[config.mk]
export PLATFORM = sky130hd
export DESIGN_NAME = cpu_tail_opcode_executor
export DESIGN_NICKNAME = d
export VERILOG_FILES = /design/src/inc/cpu_tail_pkg.sv /design/src/inc/alu_if.sv /design/src/logic/sub_flag_alu.sv /design/src/logic/cpu_tail_opcode_executor.sv
export VERILOG_INCLUDE_DIRS = /design/src /design/src/inc
export SDC_FILE = /design/constraint.sdc
export NUM_CORES = 1
export LEC_CHECK = 0
export BUFFER_PORTS_ARGS = -buffer_cell sky130_fd_sc_hd__buf_2
export CORE_MARGIN = 2
export CORE_UTILIZATION = 55
export DETAILED_ROUTE_END_ITERATION = 10
export MAX_ROUTING_LAYER = met4
export PLACE_DENSITY = 0.83
export SETUP_SLACK_MARGIN = 0.05
export SLEW_MARGIN = 20
export SYNTH_ARGS = -nofsm -noshare
export SYNTH_HDL_FRONTEND = slang
export SYNTH_SLANG_ARGS = --single-unit
export TNS_END_PERCENT = 5
[constraint.sdc]
create_clock -name clk_sys -period 10.65 [get_ports clk_sys]
set_input_delay 2.13 -clock clk_sys [delete_from_list [all_inputs] [get_ports clk_sys]]
set_output_delay 2.13 -clock clk_sys [all_outputs]
set_load 0.05 [all_outputs]
[src/inc/cpu_tail_defs.svh]
`ifndef CPU_TAIL_DEFS_SVH
`define CPU_TAIL_DEFS_SVH

`define OP_SUB_IX1 16'h00E0
`define OP_SUB_IX 16'h00F0
`define OP_SUB_IX2 16'h00D0
`define OP_SUB_SP2 16'h9ED0
`define OP_SUB_SP1 16'h9EE0
`define OP_TST_DIR 16'h003D
`define OP_TST_A 16'h004D
`define OP_TST_X 16'h005D
`define OP_TST_IX1 16'h006D
`define OP_TST_IX 16'h007D
`define OP_TST_SP1 16'h9E6D
`define OP_SWI 16'h0083
`define OP_TAP 16'h0084
`define OP_TPA 16'h0085
`define OP_TAX 16'h0097
`define OP_TXA 16'h009F
`define OP_TSX 16'h0095
`define OP_TXS 16'h0094
`define OP_WAIT 16'h008F

// Cycle counts, stored as the last cycle index (count minus one)
`define CYC_SUB_IX 4'h2
`define CYC_SUB_IX1 4'h2
`define CYC_SUB_IX2 4'h3
`define CYC_SUB_SP1 4'h3
`define CYC_SUB_SP2 4'h4
`define CYC_TST_INH 4'h0
`define CYC_TST_DIR 4'h3
`define CYC_TST_IX 4'h2
`define CYC_TST_IX1 4'h3
`define CYC_TST_SP1 4'h4
`define CYC_SWI 4'hA
`define CYC_XFER 4'h0
`define CYC_SPX 4'h1
`define CYC_WAIT_MIN 4'h2

// Bus activity points inside an instruction
`define CNT_RD_ISSUE 4'h0
`define CNT_RD_DATA 4'h2
`define CNT_PUSH_LAST 4'h4
`define CNT_VEC_HI_ISSUE 4'h5
`define CNT_VEC_LO_ISSUE 4'h6
`define CNT_VEC_HI_DATA 4'h7
`define CNT_VEC_LO_DATA 4'h8

`define VEC_HI_ADDR 16'hFFFC
`define VEC_LO_ADDR 16'hFFFD

// Flag bit positions
`define CCR_V 7
`define CCR_H 4
`define CCR_I 3
`define CCR_N 2
`define CCR_Z 1
`define CCR_C 0

// Register port map
`define REG_ACC 4'h0
`define REG_IDX_LO 4'h1
`define REG_IDX_HI 4'h2
`define REG_SP_LO 4'h3
`define REG_SP_HI 4'h4
`define REG_PC_LO 4'h5
`define REG_PC_HI 4'h6
`define REG_FLAGS 4'h7
`define REG_STATUS 4'h8

`define RST_ACC 8'h00
`define RST_IDX 16'h0000
`define RST_SP 16'h00FF
`define RST_PC 16'h0000
`define RST_FLAGS 8'h68

`endif

[src/inc/cpu_tail_pkg.sv]
package cpu_tail_pkg;

  typedef enum logic [2:0] {
    ST_IDLE = 3'b001,
    ST_RUN = 3'b010,
    ST_HALT = 3'b100
  } run_state_t;

  typedef enum logic [3:0] {
    CL_BAD, CL_SUB, CL_TST, CL_SWI, CL_TAP, CL_TPA, CL_TAX, CL_TXA, CL_TSX, CL_TXS, CL_WAIT
  } op_class_t;

  typedef enum logic [2:0] {
    AM_INH, AM_DIR, AM_IX, AM_IX1, AM_IX2, AM_SP1, AM_SP2
  } addr_mode_t;

  typedef struct packed {
    op_class_t cls;
    addr_mode_t mode;
    logic [3:0] last;
  } op_info_t;

endpackage

[src/inc/alu_if.sv]
`timescale 1ns/1ps
interface alu_if;
  logic [7:0] a;
  logic [7:0] m;
  logic sel_test;
  logic [7:0] res;
  logic flag_v;
  logic flag_n;
  logic flag_z;
  logic flag_c;

  modport alu (
    input a,
    input m,
    input sel_test,
    output res,
    output flag_v,
    output flag_n,
    output flag_z,
    output flag_c
  );

  modport user (
    output a,
    output m,
    output sel_test,
    input res,
    input flag_v,
    input flag_n,
    input flag_z,
    input flag_c
  );
endinterface

[src/logic/sub_flag_alu.sv]
`timescale 1ns/1ps
module sub_flag_alu (
  alu_if.alu bus
);
  wire [7:0] diff;
  wire [7:0] res_w;

  assign diff = bus.a - bus.m;
  // Probe passes the operand through so N and Z come from it
  assign res_w = bus.sel_test ? bus.a : diff;
  assign bus.res = res_w;
  assign bus.flag_n = res_w[7];
  assign bus.flag_z = (res_w == 8'h00);
  assign bus.flag_v = bus.sel_test ? 1'b0 :
    ((bus.a[7] & ~bus.m[7] & ~diff[7]) | (~bus.a[7] & bus.m[7] & diff[7]));
  assign bus.flag_c = (~bus.a[7] & bus.m[7]) | (bus.m[7] & diff[7]) | (diff[7] & ~bus.a[7]);
endmodule

[src/logic/cpu_tail_opcode_executor.sv]
// Added by the designer: the register addresses and the strobed register port.
`timescale 1ns/1ps
`include "cpu_tail_defs.svh"
module cpu_tail_opcode_executor (
  input wire logic clk_sys,
  input wire logic rst_n,
  input wire logic exec_start,
  input wire logic [15:0] exec_opcode,
  input wire logic [15:0] exec_operand,
  output logic exec_busy,
  output logic exec_done,
  output logic exec_illegal,
  output logic halted,
  output cpu_tail_pkg::run_state_t run_state,
  input wire logic irq_pending,
  output logic [15:0] mem_addr,
  output logic [7:0] mem_wdata,
  output logic mem_wr,
  output logic mem_rd,
  input wire logic [7:0] mem_rdata,
  input wire logic [3:0] reg_addr,
  input wire logic [7:0] reg_wdata,
  input wire logic reg_wr,
  input wire logic reg_rd,
  output logic [7:0] reg_rdata
);
  import cpu_tail_pkg::*;

  function automatic op_info_t decode(input logic [15:0] opc);
    op_info_t d;
    d = '{cls: CL_BAD, mode: AM_INH, last: 4'h0};
    case (opc)
      `OP_SUB_IX1: d = '{cls: CL_SUB, mode: AM_IX1, last: `CYC_SUB_IX1};
      `OP_SUB_IX: d = '{cls: CL_SUB, mode: AM_IX, last: `CYC_SUB_IX};
      `OP_SUB_IX2: d = '{cls: CL_SUB, mode: AM_IX2, last: `CYC_SUB_IX2};
      `OP_SUB_SP2: d = '{cls: CL_SUB, mode: AM_SP2, last: `CYC_SUB_SP2};
      `OP_SUB_SP1: d = '{cls: CL_SUB, mode: AM_SP1, last: `CYC_SUB_SP1};
      `OP_TST_DIR: d = '{cls: CL_TST, mode: AM_DIR, last: `CYC_TST_DIR};
      `OP_TST_A: d = '{cls: CL_TST, mode: AM_INH, last: `CYC_TST_INH};
      `OP_TST_X: d = '{cls: CL_TST, mode: AM_INH, last: `CYC_TST_INH};
      `OP_TST_IX1: d = '{cls: CL_TST, mode: AM_IX1, last: `CYC_TST_IX1};
      `OP_TST_IX: d = '{cls: CL_TST, mode: AM_IX, last: `CYC_TST_IX};
      `OP_TST_SP1: d = '{cls: CL_TST, mode: AM_SP1, last: `CYC_TST_SP1};
      `OP_SWI: d = '{cls: CL_SWI, mode: AM_INH, last: `CYC_SWI};
      `OP_TAP: d = '{cls: CL_TAP, mode: AM_INH, last: `CYC_XFER};
      `OP_TPA: d = '{cls: CL_TPA, mode: AM_INH, last: `CYC_XFER};
      `OP_TAX: d = '{cls: CL_TAX, mode: AM_INH, last: `CYC_XFER};
      `OP_TXA: d = '{cls: CL_TXA, mode: AM_INH, last: `CYC_XFER};
      `OP_TSX: d = '{cls: CL_TSX, mode: AM_INH, last: `CYC_SPX};
      `OP_TXS: d = '{cls: CL_TXS, mode: AM_INH, last: `CYC_SPX};
      `OP_WAIT: d = '{cls: CL_WAIT, mode: AM_INH, last: `CYC_WAIT_MIN};
      default: d = '{cls: CL_BAD, mode: AM_INH, last: 4'h0};
    endcase
    return d;
  endfunction

  run_state_t state_r;
  run_state_t state_nxt;
  op_class_t cls_r;
  addr_mode_t mode_r;
  logic [3:0] last_r;
  logic [3:0] cnt_r;
  logic [15:0] opc_r;
  logic [15:0] opnd_r;
  logic [7:0] acc_r;
  logic [7:0] idx_lo_r;
  logic [7:0] idx_hi_r;
  logic [15:0] sp_r;
  logic [15:0] pc_r;
  logic [7:0] flags_r;
  logic [7:0] m_r;
  logic [7:0] vec_hi_r;
  logic illegal_r;
  logic [15:0] mem_addr_nxt;
  logic [7:0] mem_wdata_nxt;
  logic mem_wr_nxt;
  logic mem_rd_nxt;
  logic [7:0] reg_rdata_nxt;

  op_info_t info_w;
  wire start_ok;
  wire running;
  wire last_cycle;
  wire finish;
  wire needs_mem;
  wire [15:0] idx_pair;
  wire [15:0] ea;
  wire [15:0] pc_inc;
  wire [7:0] operand;
  wire [7:0] probe_src;
  wire [7:0] push_data;
  wire reg_wr_ok;
  alu_if alu_bus ();

  assign info_w = decode(exec_opcode);
  assign start_ok = exec_start && (state_r == ST_IDLE);
  assign running = (state_r == ST_RUN);
  assign last_cycle = running && (cnt_r == last_r);
  // Wait stays in the halt state until the interrupt logic raises its request
  assign finish = (last_cycle && (cls_r != CL_WAIT)) || (state_r == ST_HALT && irq_pending) ||
    (last_cycle && cls_r == CL_WAIT && irq_pending);
  assign needs_mem = (mode_r != AM_INH);
  assign idx_pair = {idx_hi_r, idx_lo_r};
  assign pc_inc = pc_r + 16'h0001;

  assign ea = (mode_r == AM_DIR) ? {8'h00, opnd_r[7:0]} :
              (mode_r == AM_IX) ? idx_pair :
              (mode_r == AM_IX1) ? idx_pair + {8'h00, opnd_r[7:0]} :
              (mode_r == AM_IX2) ? idx_pair + opnd_r :
              (mode_r == AM_SP1) ? sp_r + {8'h00, opnd_r[7:0]} :
              sp_r + opnd_r;

  // Read data is valid only in the cycle after the strobe, so pick it live there
  assign operand = (cnt_r == `CNT_RD_DATA) ? mem_rdata : m_r;
  assign probe_src = (mode_r != AM_INH) ? operand :
                     (opc_r == `OP_TST_X) ? idx_lo_r : acc_r;

  // Stacking order: return address low, high, index low, accumulator, flags
  assign push_data = (cnt_r == 4'h0) ? pc_inc[7:0] :
                     (cnt_r == 4'h1) ? pc_inc[15:8] :
                     (cnt_r == 4'h2) ? idx_lo_r :
                     (cnt_r == 4'h3) ? acc_r : flags_r;

  assign alu_bus.a = (cls_r == CL_TST) ? probe_src : acc_r;
  assign alu_bus.m = operand;
  assign alu_bus.sel_test = (cls_r == CL_TST);

  sub_flag_alu u_alu (
    .bus(alu_bus)
  );

  // Software may not disturb the register set mid-instruction
  assign reg_wr_ok = reg_wr && (state_r == ST_IDLE) && !exec_start;

  always_comb begin
    state_nxt = state_r;
    unique case (state_r)
      ST_IDLE: begin
        if (start_ok && info_w.cls != CL_BAD) begin
          state_nxt = ST_RUN;
        end
      end
      ST_RUN: begin
        if (finish) begin
          state_nxt = ST_IDLE;
        end else if (last_cycle) begin
          state_nxt = ST_HALT;
        end
      end
      ST_HALT: begin
        if (irq_pending) begin
          state_nxt = ST_IDLE;
        end
      end
      default: state_nxt = ST_IDLE;
    endcase
  end

  always_comb begin
    mem_addr_nxt = 16'h0000;
    mem_wdata_nxt = 8'h00;
    mem_wr_nxt = 1'b0;
    mem_rd_nxt = 1'b0;
    if (running && needs_mem && cnt_r == `CNT_RD_ISSUE) begin
      mem_rd_nxt = 1'b1;
      mem_addr_nxt = ea;
    end
    if (running && cls_r == CL_SWI) begin
      if (cnt_r <= `CNT_PUSH_LAST) begin
        mem_wr_nxt = 1'b1;
        mem_addr_nxt = sp_r;
        mem_wdata_nxt = push_data;
      end else if (cnt_r == `CNT_VEC_HI_ISSUE) begin
        mem_rd_nxt = 1'b1;
        mem_addr_nxt = `VEC_HI_ADDR;
      end else if (cnt_r == `CNT_VEC_LO_ISSUE) begin
        mem_rd_nxt = 1'b1;
        mem_addr_nxt = `VEC_LO_ADDR;
      end
    end
  end

  always_comb begin
    unique case (reg_addr)
      `REG_ACC: reg_rdata_nxt = acc_r;
      `REG_IDX_LO: reg_rdata_nxt = idx_lo_r;
      `REG_IDX_HI: reg_rdata_nxt = idx_hi_r;
      `REG_SP_LO: reg_rdata_nxt = sp_r[7:0];
      `REG_SP_HI: reg_rdata_nxt = sp_r[15:8];
      `REG_PC_LO: reg_rdata_nxt = pc_r[7:0];
      `REG_PC_HI: reg_rdata_nxt = pc_r[15:8];
      `REG_FLAGS: reg_rdata_nxt = flags_r;
      `REG_STATUS: reg_rdata_nxt = {5'b00000, illegal_r, state_r == ST_HALT, state_r != ST_IDLE};
      default: reg_rdata_nxt = 8'h00;
    endcase
  end

  always_ff @(posedge clk_sys or negedge rst_n) begin
    if (!rst_n) begin
      state_r <= ST_IDLE;
      cls_r <= CL_BAD;
      mode_r <= AM_INH;
      last_r <= 4'h0;
      opc_r <= 16'h0000;
      opnd_r <= 16'h0000;
      cnt_r <= 4'h0;
    end else begin
      state_r <= state_nxt;
      if (start_ok) begin
        cls_r <= info_w.cls;
        mode_r <= info_w.mode;
        last_r <= info_w.last;
        opc_r <= exec_opcode;
        opnd_r <= exec_operand;
        cnt_r <= 4'h0;
      end else if (running && !last_cycle) begin
        cnt_r <= cnt_r + 4'h1;
      end
    end
  end

  always_ff @(posedge clk_sys or negedge rst_n) begin
    if (!rst_n) begin
      mem_addr <= 16'h0000;
      mem_wdata <= 8'h00;
      mem_wr <= 1'b0;
      mem_rd <= 1'b0;
      reg_rdata <= 8'h00;
      m_r <= 8'h00;
      vec_hi_r <= 8'h00;
      illegal_r <= 1'b0;
    end else begin
      mem_addr <= mem_addr_nxt;
      mem_wdata <= mem_wdata_nxt;
      mem_wr <= mem_wr_nxt;
      mem_rd <= mem_rd_nxt;
      reg_rdata <= reg_rd ? reg_rdata_nxt : 8'h00;
      if (running && (cnt_r == `CNT_RD_DATA || (cls_r == CL_SWI && cnt_r == `CNT_VEC_LO_DATA))) begin
        m_r <= mem_rdata;
      end
      if (running && cls_r == CL_SWI && cnt_r == `CNT_VEC_HI_DATA) begin
        vec_hi_r <= mem_rdata;
      end
      if (start_ok) begin
        illegal_r <= (info_w.cls == CL_BAD);
      end
    end
  end

  // Architectural registers: results land on the last-cycle edge, except trap pushes step SP and wait clears I at its first cycle
  always_ff @(posedge clk_sys or negedge rst_n) begin
    if (!rst_n) begin
      acc_r <= `RST_ACC;
      {idx_hi_r, idx_lo_r} <= `RST_IDX;
      sp_r <= `RST_SP;
      pc_r <= `RST_PC;
      flags_r <= `RST_FLAGS;
    end else if (reg_wr_ok) begin
      unique case (reg_addr)
        `REG_ACC: acc_r <= reg_wdata;
        `REG_IDX_LO: idx_lo_r <= reg_wdata;
        `REG_IDX_HI: idx_hi_r <= reg_wdata;
        `REG_SP_LO: sp_r[7:0] <= reg_wdata;
        `REG_SP_HI: sp_r[15:8] <= reg_wdata;
        `REG_PC_LO: pc_r[7:0] <= reg_wdata;
        `REG_PC_HI: pc_r[15:8] <= reg_wdata;
        `REG_FLAGS: flags_r <= reg_wdata;
        default: ;
      endcase
    end else begin
      if (running && cls_r == CL_SWI && cnt_r <= `CNT_PUSH_LAST) begin
        sp_r <= sp_r - 16'h0001;
      end
      if (running && cls_r == CL_WAIT && cnt_r == 4'h0) begin
        flags_r[`CCR_I] <= 1'b0;
      end
      if (last_cycle) begin
        unique case (cls_r)
          CL_SUB: begin
            acc_r <= alu_bus.res;
            flags_r[`CCR_V] <= alu_bus.flag_v;
            flags_r[`CCR_N] <= alu_bus.flag_n;
            flags_r[`CCR_Z] <= alu_bus.flag_z;
            flags_r[`CCR_C] <= alu_bus.flag_c;
          end
          CL_TST: begin
            flags_r[`CCR_V] <= 1'b0;
            flags_r[`CCR_N] <= alu_bus.flag_n;
            flags_r[`CCR_Z] <= alu_bus.flag_z;
          end
          CL_SWI: begin
            flags_r[`CCR_I] <= 1'b1;
            pc_r <= {vec_hi_r, m_r};
          end
          CL_TAP: flags_r <= acc_r;
          CL_TPA: acc_r <= flags_r;
          CL_TAX: idx_lo_r <= acc_r;
          CL_TXA: acc_r <= idx_lo_r;
          CL_TSX: {idx_hi_r, idx_lo_r} <= sp_r + 16'h0001;
          CL_TXS: sp_r <= idx_pair - 16'h0001;
          default: ;
        endcase
      end
    end
  end

  // Low vector byte reuses the operand capture, taken at the vector low data cycle (CNT_VEC_LO_DATA)
  always_comb begin
    exec_busy = (state_r != ST_IDLE);
    exec_done = finish;
    exec_illegal = illegal_r;
    halted = (state_r == ST_HALT);
    run_state = state_r;
  end
endmodule

== Word level (Yosys, flattened, before mapping) ==
Index checks and enable logic that the tools add are counted.
Widths: inputs -> output; s select.
Storage, ports and cells
  bits in read-only memories: 0
  RAM bits: 0
  latch bits: 0
  input port bits: 58
  flip-flop bits (word level): 165
  memories: 0
Cells by class
  shift operators: 0
  bitwise logic cells: 12
  order comparisons: 1
  $add $sub $neg: 10
  reductions and logical operators: 52
  mux-type cells: 70
  eq/ne operators: 67
  div/mod/pow operators: 0
  $mul: 0
Operators by type and width (number)
  $mux 16: 17
  $mux 8: 29
  $pmux 11 s18: 1
  $eq 16x8->1 const B: 11
  $eq 16x7->1 const B: 5
  $pmux 8 s9: 1
  $eq 16x16->1 const B: 3
  $eq 4x3->1 const B: 11
  $add 16x1->16 const B: 2
  $add 16x16->16: 2
  $add 16x8->16: 2
  $sub 16x1->16 const B: 2
  $reduce_and 3->1: 10
  $eq 4x2->1 const B: 6
  $pmux 8 s3: 1
  $eq 4x4->1 const B: 5
  $ne 2x1->1 const B: 10
  $logic_and 1x1->1: 19
  $eq 16x6->1 const B: 1
  $pmux 8 s2: 1
  $mux 3: 5
  $eq 4x1->1 const B: 3
  $logic_not 4->1: 3
  $reduce_bool 3->1: 4
  other kinds (25): 58

== Logic depth before layout (Yosys ltp) ==
Gate-level depths: netlist (run 1).
  depth in word-level cells: 11
  depth in mapped cells: 21
  gate-level depth less buffers: 20

== Cells and area by module ==
From an unflattened synthesis (run 1), not the netlist that was laid out.
Second synthesis, totals
  cells, all modules: 1549
  area total of the unflattened synthesis: 12605.8 um2
Modules (own cells, without submodules)
  cpu_tail_opcode_executor: area each 12086.6 um2, cells an instance 1478, times used 1, seq. area each 4144.0 um2
  sub_flag_alu: area each 519.2 um2, cells an instance 71, times used 1, seq. area each 0.0 um2

== Worst setup path before layout (run 1) ==
Ideal clock, no wire load.
  path kind: input-to-reg
  start: in mem_rdata[1]
  end: reg flags_r[1]
  data arrival time: 5105 ps
  slack: 5463 ps
  library setup time: 82 ps
  buffers on the path: 0
  stages: 16
  cell sequence: mux2i_1 -> nand2_1 -> o21a_1 -> o22a_1 -> ha_1 -> nand2b_1 -> a21oi_1 -> o21a_1 -> o21a_1 -> o21ai_0 -> nand2b_1 -> fa_1 -> a211oi_1 -> nand3_1 -> or4_1 -> a31oi_1
Between the ends
  word-level cells in the longest chain between the ends: 9
Ends and longest elaborated chain
  start: declaration: line cpu_tail_opcode_executor.sv:20  | input wire logic [7:0] mem_rdata,
  $mux 8 *: line cpu_tail_opcode_executor.sv:114  | assign operand = (cnt_r == `CNT_RD_DATA) ? mem_rdata : m_r;
  $mux 8: line cpu_tail_opcode_executor.sv:115  | assign probe_src = (mode_r != AM_INH) ? operand :
  $mux 8: line cpu_tail_opcode_executor.sv:124  | assign alu_bus.a = (cls_r == CL_TST) ? probe_src : acc_r;
  $sub 8x8->8: line sub_flag_alu.sv:8  | assign diff = bus.a - bus.m;
  $mux 8 *: line sub_flag_alu.sv:10  | assign res_w = bus.sel_test ? bus.a : diff;
  $logic_not 8->1 *: line sub_flag_alu.sv:13  | assign bus.flag_z = (res_w == 8'h00);
  $pmux 2 s2 *: line cpu_tail_opcode_executor.sv:278  | unique case (cls_r)
  $mux 8 *: line cpu_tail_opcode_executor.sv:277  | if (last_cycle) begin
  $mux 8 *: line cpu_tail_opcode_executor.sv:258  | end else if (reg_wr_ok) begin
  end signal: assignment: line cpu_tail_opcode_executor.sv:257  | flags_r <= `RST_FLAGS;
  end signal: indexed assignment: line cpu_tail_opcode_executor.sv:281  | flags_r[`CCR_V] <= alu_bus.flag_v;
  end signal: indexed assignment: line cpu_tail_opcode_executor.sv:282  | flags_r[`CCR_N] <= alu_bus.flag_n;
  end: declaration: line cpu_tail_opcode_executor.sv:70  | logic [7:0] flags_r;
Mark *: on every way between the ends. The rest lies on a longest branch, timed or not. The select of a mux whose other input is x is not followed.
A chain may end at the register's enable or synchronous reset.

== Worst setup path in the final report (run 1) ==
Ends and elaborated chain as after synthesis.

==> results.tsv, run 1 <==
metric	value	unit
status	finished, final reports clean	
routedWlPerCell	20.8	um
final-max-slew-violation-count	0	
fmax	186	MHz
io_pins	99	
rsz0062_at_grt	false	
final_hold_viol_count	0	
stdcell_area	13700	um2
grt_pass1_vias	11300	
synth-adder-area-share	0.0540	
final_core_util	0.609	
final_common_cell	nand2_1	
ys_seq_elements	165	
synthXorXnorAreaFrac	0.0604	
drive_gt1_frac	0.129	
h-tree-depth	4	
max_stage_delay	500	ps
clk_pin_slew_worst_paths	60	ps
final_cell_mix	nand2_1 (257), dfrtp_1 (153), o21ai_0 (129)	
crit_fanout	3	
post_cts_resized	0	
fp.dieArea	24100	um2
ant_nets	0	
ys_async_sr_fraction	1.00	
cpMostUsedCell	o21a_1	
r2r_cells	17	
syn-num-nets	1668	
cts_tree	built	
cts_root_buf	clkbuf_16	
syn-cell-area	12600	um2
met3_usage	0.0774	
post-place-ws	4960	ps
drt_iter0_drc	1326	
vias	12300	
clockPowerShare	0.298	
hp-class	reg2reg	
use_met2	0.491	
drv_cap	0	
syn2layout_area_growth	8.97	%
via_per_inst	6.54	
portBuffers	98	
insertion_delay	440	ps
clockBufferDepth	2	
whs_path_depth	2	
die_h	155	um
yosys_warnings	0	
stdcell_count	1876	
cp.depth	17	
postSynthCellCount	1558	
wl	39000	um
netSwitchingPower	0.000784	W
power.leakage	5.94	nW
peakVddDrop	0.0920	mV
critical_path.slowest_cell	fa_1	
fin_crit_sh	0.504	
fin_setup_tns	0	ps
drc_errors	0	
place_area	13100	um2
power_switching_share	0.371	
grt_usage	0.334	
rows	55	
crit_chain	buf_2 > mux2i_1 > nand2_1 > o21a_1 > o22a_1 > ha_1 > nand2b_1 > a21oi_1 > o21a_1 > o21a_1 > o21ai_0 > nand2b_1 > fa_1 > a211oi_1 > nand3_1 > or4_1 > a31oi_1	
combPwrFrac	0.288	
cts.sinks	165	
start_util	0.558	
crit_family	compound AO/OA/AOI/OAI gates	
synth_top_flop_cell	dfrtp_1	
ys_seq_area_frac	0.329	
grt_pass1_wl	61900	um
synth_top_family_by_area	simple AND/OR/NAND/NOR gates	
postCtsHoldBufs	0	
antenna_found_initial	0	
dieWidth	155	um
syn_area_per_cell	8.09	um2
worst-path-buf-inv	1	
setup_viol	0	
grt-ovfl-total	0	
post_cts_buffers	0	
cp_data_required_time	11000	ps
grt_max_degree	88	
path_class	in2reg	
r2r_slack	5370	ps
met1_usage	0.452	
grt.busiest_layer	met2	
cp_data_arrival_time	5720	ps
cts_made_buffers	17	
dr.pass1.iters	6	
internal-power	0.00133	W
core-area	22600	um2
slew_headroom	0.344	
setup_ws	5280	ps
crit_path_start_kind	primary input	
seq_power_share	0.415	
endpoint_kind	flip-flop	
synth_cell_types	83	
n_antenna_cell	0	
yosys.area_share.simple	0.226	
worst_pin_slew	982	ps
synth_mux_area_frac	0.0704	
dpl.cell_count	1844	
dpl.hpwl	28400	um
synth_edf_count	0	
skew	13.1	ps
gp_congestion	0.997	
synth-compound-area-share	0.218	
nNetsFinal	1689	
fin_crit	5370	ps
p_per_area	154	nW/um2
==> registers in the layout, indices dropped and copies added, names as in the netlist <==
| register | flops |
|---|---|
| idx_hi_r | 8 |
| reg_rdata | 8 |
| m_r | 8 |
| cls_r | 4 |
| opc_r | 16 |
| mem_wdata | 8 |
| pc_r | 16 |
| flags_r | 8 |
| run_state | 3 |
| mem_addr | 16 |
| idx_lo_r | 8 |
| last_r | 4 |
| acc_r | 8 |
| mode_r | 3 |
| mem_wr | 1 |
| mem_rd | 1 |
| sp_r | 16 |
| vec_hi_r | 8 |
| opnd_r | 16 |
| exec_illegal | 1 |
| cnt_r | 4 |
==> power groups by stage <==
| stage | Sequential, W | Combinational (W) | Clock [W] |
|---|---|---|---|
| floorplan | 0.000766 | 0.000506 | 0 |
| finish | 0.000877 | 0.000608 | 0.000629 |
| global placement | 0.000875 | 0.000571 | 0 |
| global route | 0.000880 | 0.000676 | 0.000659 |
| detailed placement | 0.000875 | 0.000589 | 0 |
| CTS | 0.000865 | 0.000597 | 0.000629 |
==> synthesized netlist by cell type (9+ instances only) <==
| cell | number | area [um2] |
|---|---|---|
| a21o_1 | 16 | 120 |
| and3_1 | 11 | 68.8 |
| a211oi_1 | 24 | 180 |
| dfstp_2 | 12 | 315 |
| nand4_1 | 13 | 81.3 |
| or3_1 | 13 | 81.3 |
| a21oi_1 | 124 | 621 |
| nand3_1 | 33 | 165 |
| o31ai_1 | 10 | 75.1 |
| mux2i_1 | 50 | 500 |
| buf_2 | 13 | 65.1 |
| o22ai_1 | 14 | 87.6 |
| nand2b_1 | 22 | 138 |
| dfrtp_1 | 153 | 3830 |
| inv_1 | 24 | 90.1 |
| nand2_1 | 257 | 965 |
| xnor2_1 | 53 | 464 |
| nor3_1 | 39 | 195 |
| o21a_1 | 12 | 90.1 |
| and2_1 | 22 | 138 |
| nor3b_1 | 9 | 67.6 |
| ha_1 | 48 | 601 |
| mux2_2 | 29 | 327 |
| a31oi_1 | 18 | 113 |
| a22oi_1 | 16 | 120 |
| o21ai_0 | 129 | 646 |
| o211ai_1 | 32 | 240 |
| nor2b_1 | 20 | 125 |
| xor2_1 | 34 | 298 |
| nor4_1 | 10 | 62.6 |
| nor2_1 | 103 | 387 |
| buf_1 | 10 | 37.5 |
| clkbuf_1 | 86 | 323 |
==> worst min-delay path, stage by stage (launching register included) <==
cell	delay (ps)
dfrtp_1	340
nand2_1	50
nand2_1	50
==> cell families (layout without fill, tap and decap cells) <==
| group | count (synthesis) | in the layout |
|---|---|---|
| xor gates and xnor gates | 87 | 87 |
| adders and majority gates | 52 | 52 |
| and+or+nand+nor | 591 | 591 |
| muxes | 82 | 82 |
| AOI/OAI and AO/OA | 445 | 445 |
| DFF | 165 | 165 |
| buffers and inverters | 136 | 169 |
==> cell type report <==
class / instances / area, um2
multi-input cells: 1257 / 7940
inverters: 25 / 93.8
fillers: 1989 / 8830
clock inverters: 10 / 125
flip-flops and latches: 165 / 4140
well taps: 285 / 357
clock buffers: 21 / 460
repair buffers: 113 / 613
==> routing by layer <==
layer	wire length [um]	share of wire
met4	1510	0.039
met3	4390	0.11
met1	16000	0.41
met2	17000	0.44
met5	0	0
==> through the flow <==
step | total power (W) | hold slack, ps
2_1_floorplan | 0.00127 | 438
3_3_place_gp | 0.00145 | 453
3_5_place_dp | 0.00146 | 461
4_1_cts | 0.00209 | 477
5_1_grt | 0.00222 | 512
6_report | 0.00211 | 476
==> final timing paths <==
check                                                to                  from
worst max register to register   flags_r[1]$_DFFE_PN0P_  cls_r[1]$_DFFE_PN0P_
min in group asynchronous        opnd_r[13]$_DFFE_PN0P_                 rst_n
worst min-delay path               opc_r[1]$_DFFE_PN0P_  opc_r[1]$_DFFE_PN0P_
worst min register to register     opc_r[1]$_DFFE_PN0P_  opc_r[1]$_DFFE_PN0P_
max in group asynchronous       vec_hi_r[3]$_DFFE_PN0P_                 rst_n
worst max-delay path             flags_r[1]$_DFFE_PN0P_          mem_rdata[1]
No activity file was read; power rests on OpenSTA's default activity.
==> run 2: changes to the inputs <==
Settings changed: PLACE_DENSITY 0.83 to 0.86.
Clock period 10.65 ns to 4.71 ns, I/O delays scaled along.
==> run 2 against run 1 <==
First-iteration DRC count up 28%. Die area unchanged. Register-to-register slack worse by 5000 ps. Critical endpoint unchanged. Highest routed layer unchanged.
==> results.tsv, run 2 (synthesis gave the netlist of run 1 again) <==
metric	value	unit	change
ant_nets	0		unchanged
fin_crit_sh	0.931		
dieWidth	155	um	unchanged
portBuffers	98		unchanged
gp_congestion	1.02		was 0.997
drive_gt1_frac	0.149		was 0.129
clk_pin_slew_worst_paths	70	ps	was 60 ps
fill_cells	1931		was 1989
cp_data_arrival_time	4760	ps	was 5720 ps
peakVddDrop	0.178	mV	was 0.0920 mV
met3_usage	0.0880		was 0.0774
met1_usage	0.447		was 0.452
grt.busiest_layer	met2		unchanged
cp_data_required_time	5080	ps	was 11000 ps
fin_setup_tns	0	ps	unchanged
antenna_found_initial	1		was 0
critical_path.slowest_cell	or4_1		was fa_1
crit_family	simple AND/OR/NAND/NOR gates		was compound AO/OA/AOI/OAI gates
status	finished, final reports clean		unchanged
stdcell_count	1900		was 1876
crit_chain	nor4_2 > nand4_1 > or2_0 > o21a_1 > o22a_1 > ha_1 > nand2b_1 > a21oi_1 > o21a_1 > o21a_1 > o21ai_1 > nand2b_1 > fa_2 > a211oi_2 > nand3_1 > or4_1 > a31oi_1		was buf_2 > mux2i_1 > nand2_1 > o21a_1 > o22a_1 > ha_1 > nand2b_1 > a21oi_1 > o21a_1 > o21a_1 > o21ai_0 > nand2b_1 > fa_1 > a211oi_1 > nand3_1 > or4_1 > a31oi_1
syn2layout_area_growth	10.8	%	was 8.97%
cts_root_buf	clkbuf_16		unchanged
fin_crit	4380	ps	
setup_viol	0		unchanged
dpl.cell_count	1865		was 1844
grt-ovfl-total	0		unchanged
slew_headroom	0.229		was 0.344
final_hold_viol_count	0		unchanged
clockBufferDepth	2		unchanged
p_per_area	343	nW/um2	was 154 nW/um2
dr.pass1.iters	6		unchanged
nNetsFinal	1712		was 1689
hp-class	reg2reg		unchanged
path_class	reg2reg		was in2reg
endpoint_kind	flip-flop		unchanged
via_per_inst	6.54		about the same
cpMostUsedCell	o21a_1		unchanged
h-tree-depth	4		unchanged
crit_fanout	6		was 3
drc_errors	0		unchanged
drv_cap	0		unchanged
grt_max_degree	90		was 88
fp.dieArea	24100	um2	unchanged
final_core_util	0.619		was 0.609
cts.sinks	165		unchanged
routedWlPerCell	21.0	um	was 20.8 um
core-area	22600	um2	unchanged
fmax	228	MHz	
cts_tree	built		unchanged
power.leakage	6.06	nW	was 5.94 nW
postCtsHoldBufs	0		unchanged
rows	55		unchanged
ff_latch_area	4140	um2	unchanged
grt_usage	0.338		was 0.334
insertion_delay	450	ps	was 440 ps
worst-path-buf-inv	0		was 1
rsz0062_at_grt	false		unchanged
die_h	155	um	unchanged
use_met2	0.495		was 0.491
final_common_cell	nand2_1		unchanged
max_stage_delay	470	ps	was 500 ps
multi_input_area	8000	um2	was 7940 um2
start_util	0.558		unchanged
drt_iter0_drc	1699		was 1326
crit_path_start_kind	flip-flop		was primary input
wl	39800	um	was 39000 um
final-max-slew-violation-count	0		unchanged
grt_pass1_wl	62400	um	was 61900 um
grt_pass1_vias	11600		was 11300
final_cell_mix	nand2_1 (256), dfrtp_1 (153), o21ai_0 (127)		was nand2_1 (257), dfrtp_1 (153), o21ai_0 (129)
vias	12400		was 12300
worst_pin_slew	1160	ps	was 982 ps
io_pins	99		unchanged
dpl.hpwl	29200	um	was 28400 um
skew	9.34	ps	was 13.1 ps
cts_made_buffers	17		unchanged
run 2: per-layer routing:
layer | vias to the layer above | wire length [um] | share of wire
li1 | 5664 | - | -
met1 | 5861 | 16200 | 0.41
met2 | 751 | 17400 | 0.44
met3 | 152 | 4570 | 0.11
met4 | 0 | 1740 | 0.044
met5 | - | 0 | 0
run 2: report_power, final:
group          internal (W)  switching (W)
combinational      0.000636       0.000807
sequential          0.00158       0.000364
clock              0.000742       0.000655
total               0.00296        0.00183
run 2: path summary, 6_finish.rpt:
check | from | to | slack (ps) | cells past startpoint
max | opc_r[10]$_DFFE_PN0P_ | flags_r[1]$_DFFE_PN0P_ | 330 | 17
min | opc_r[7]$_DFFE_PN0P_ | opc_r[7]$_DFFE_PN0P_ | 480 | 2
max reg2reg | opc_r[10]$_DFFE_PN0P_ | flags_r[1]$_DFFE_PN0P_ | 330 | 17
min in group asynchronous | rst_n | mem_wdata[7]$_DFF_PN0_ | 510 | 1
min reg2reg | opc_r[7]$_DFFE_PN0P_ | opc_r[7]$_DFFE_PN0P_ | 480 | 2
max in group asynchronous | rst_n | sp_r[0]$_DFFE_PN1P_ | 3280 | 2
run 2: cell type report:
class / instances / share of cell area
Inverter: 25 / 0.00672
Sequential cell: 165 / 0.297
Timing Repair Buffer: 136 / 0.0572
Clock inverter: 14 / 0.0100
Clock buffer: 17 / 0.0305
Antenna cell: 1 / 0.000179
Tap cell: 285 / 0.0255
Multi-Input combinational cell: 1257 / 0.573
run 2: timing repair:
action | in CTS | in global routing
resized for setup | 0 | 14
buffers inserted | 0 | 2
endpoints found under the setup margin | 0 | 1
run 2: stage by stage:
stage               total power (W)  setup WS, ps  hold slack [ps]  area (um2)
floorplan                   0.00288           342              438       12600
global placement            0.00329           296              450       13300
detailed placement          0.00333           173              464       13300
CTS                         0.00472           157              482       13900
global route                0.00500          65.9              508       14000
finish                      0.00479           325              481       14000
run 2: tightest hold or removal path, cell delays in order (launching register included):
cell and delay [ps]:
dfrtp_1 340, nand2_1 50, nand2_1 60
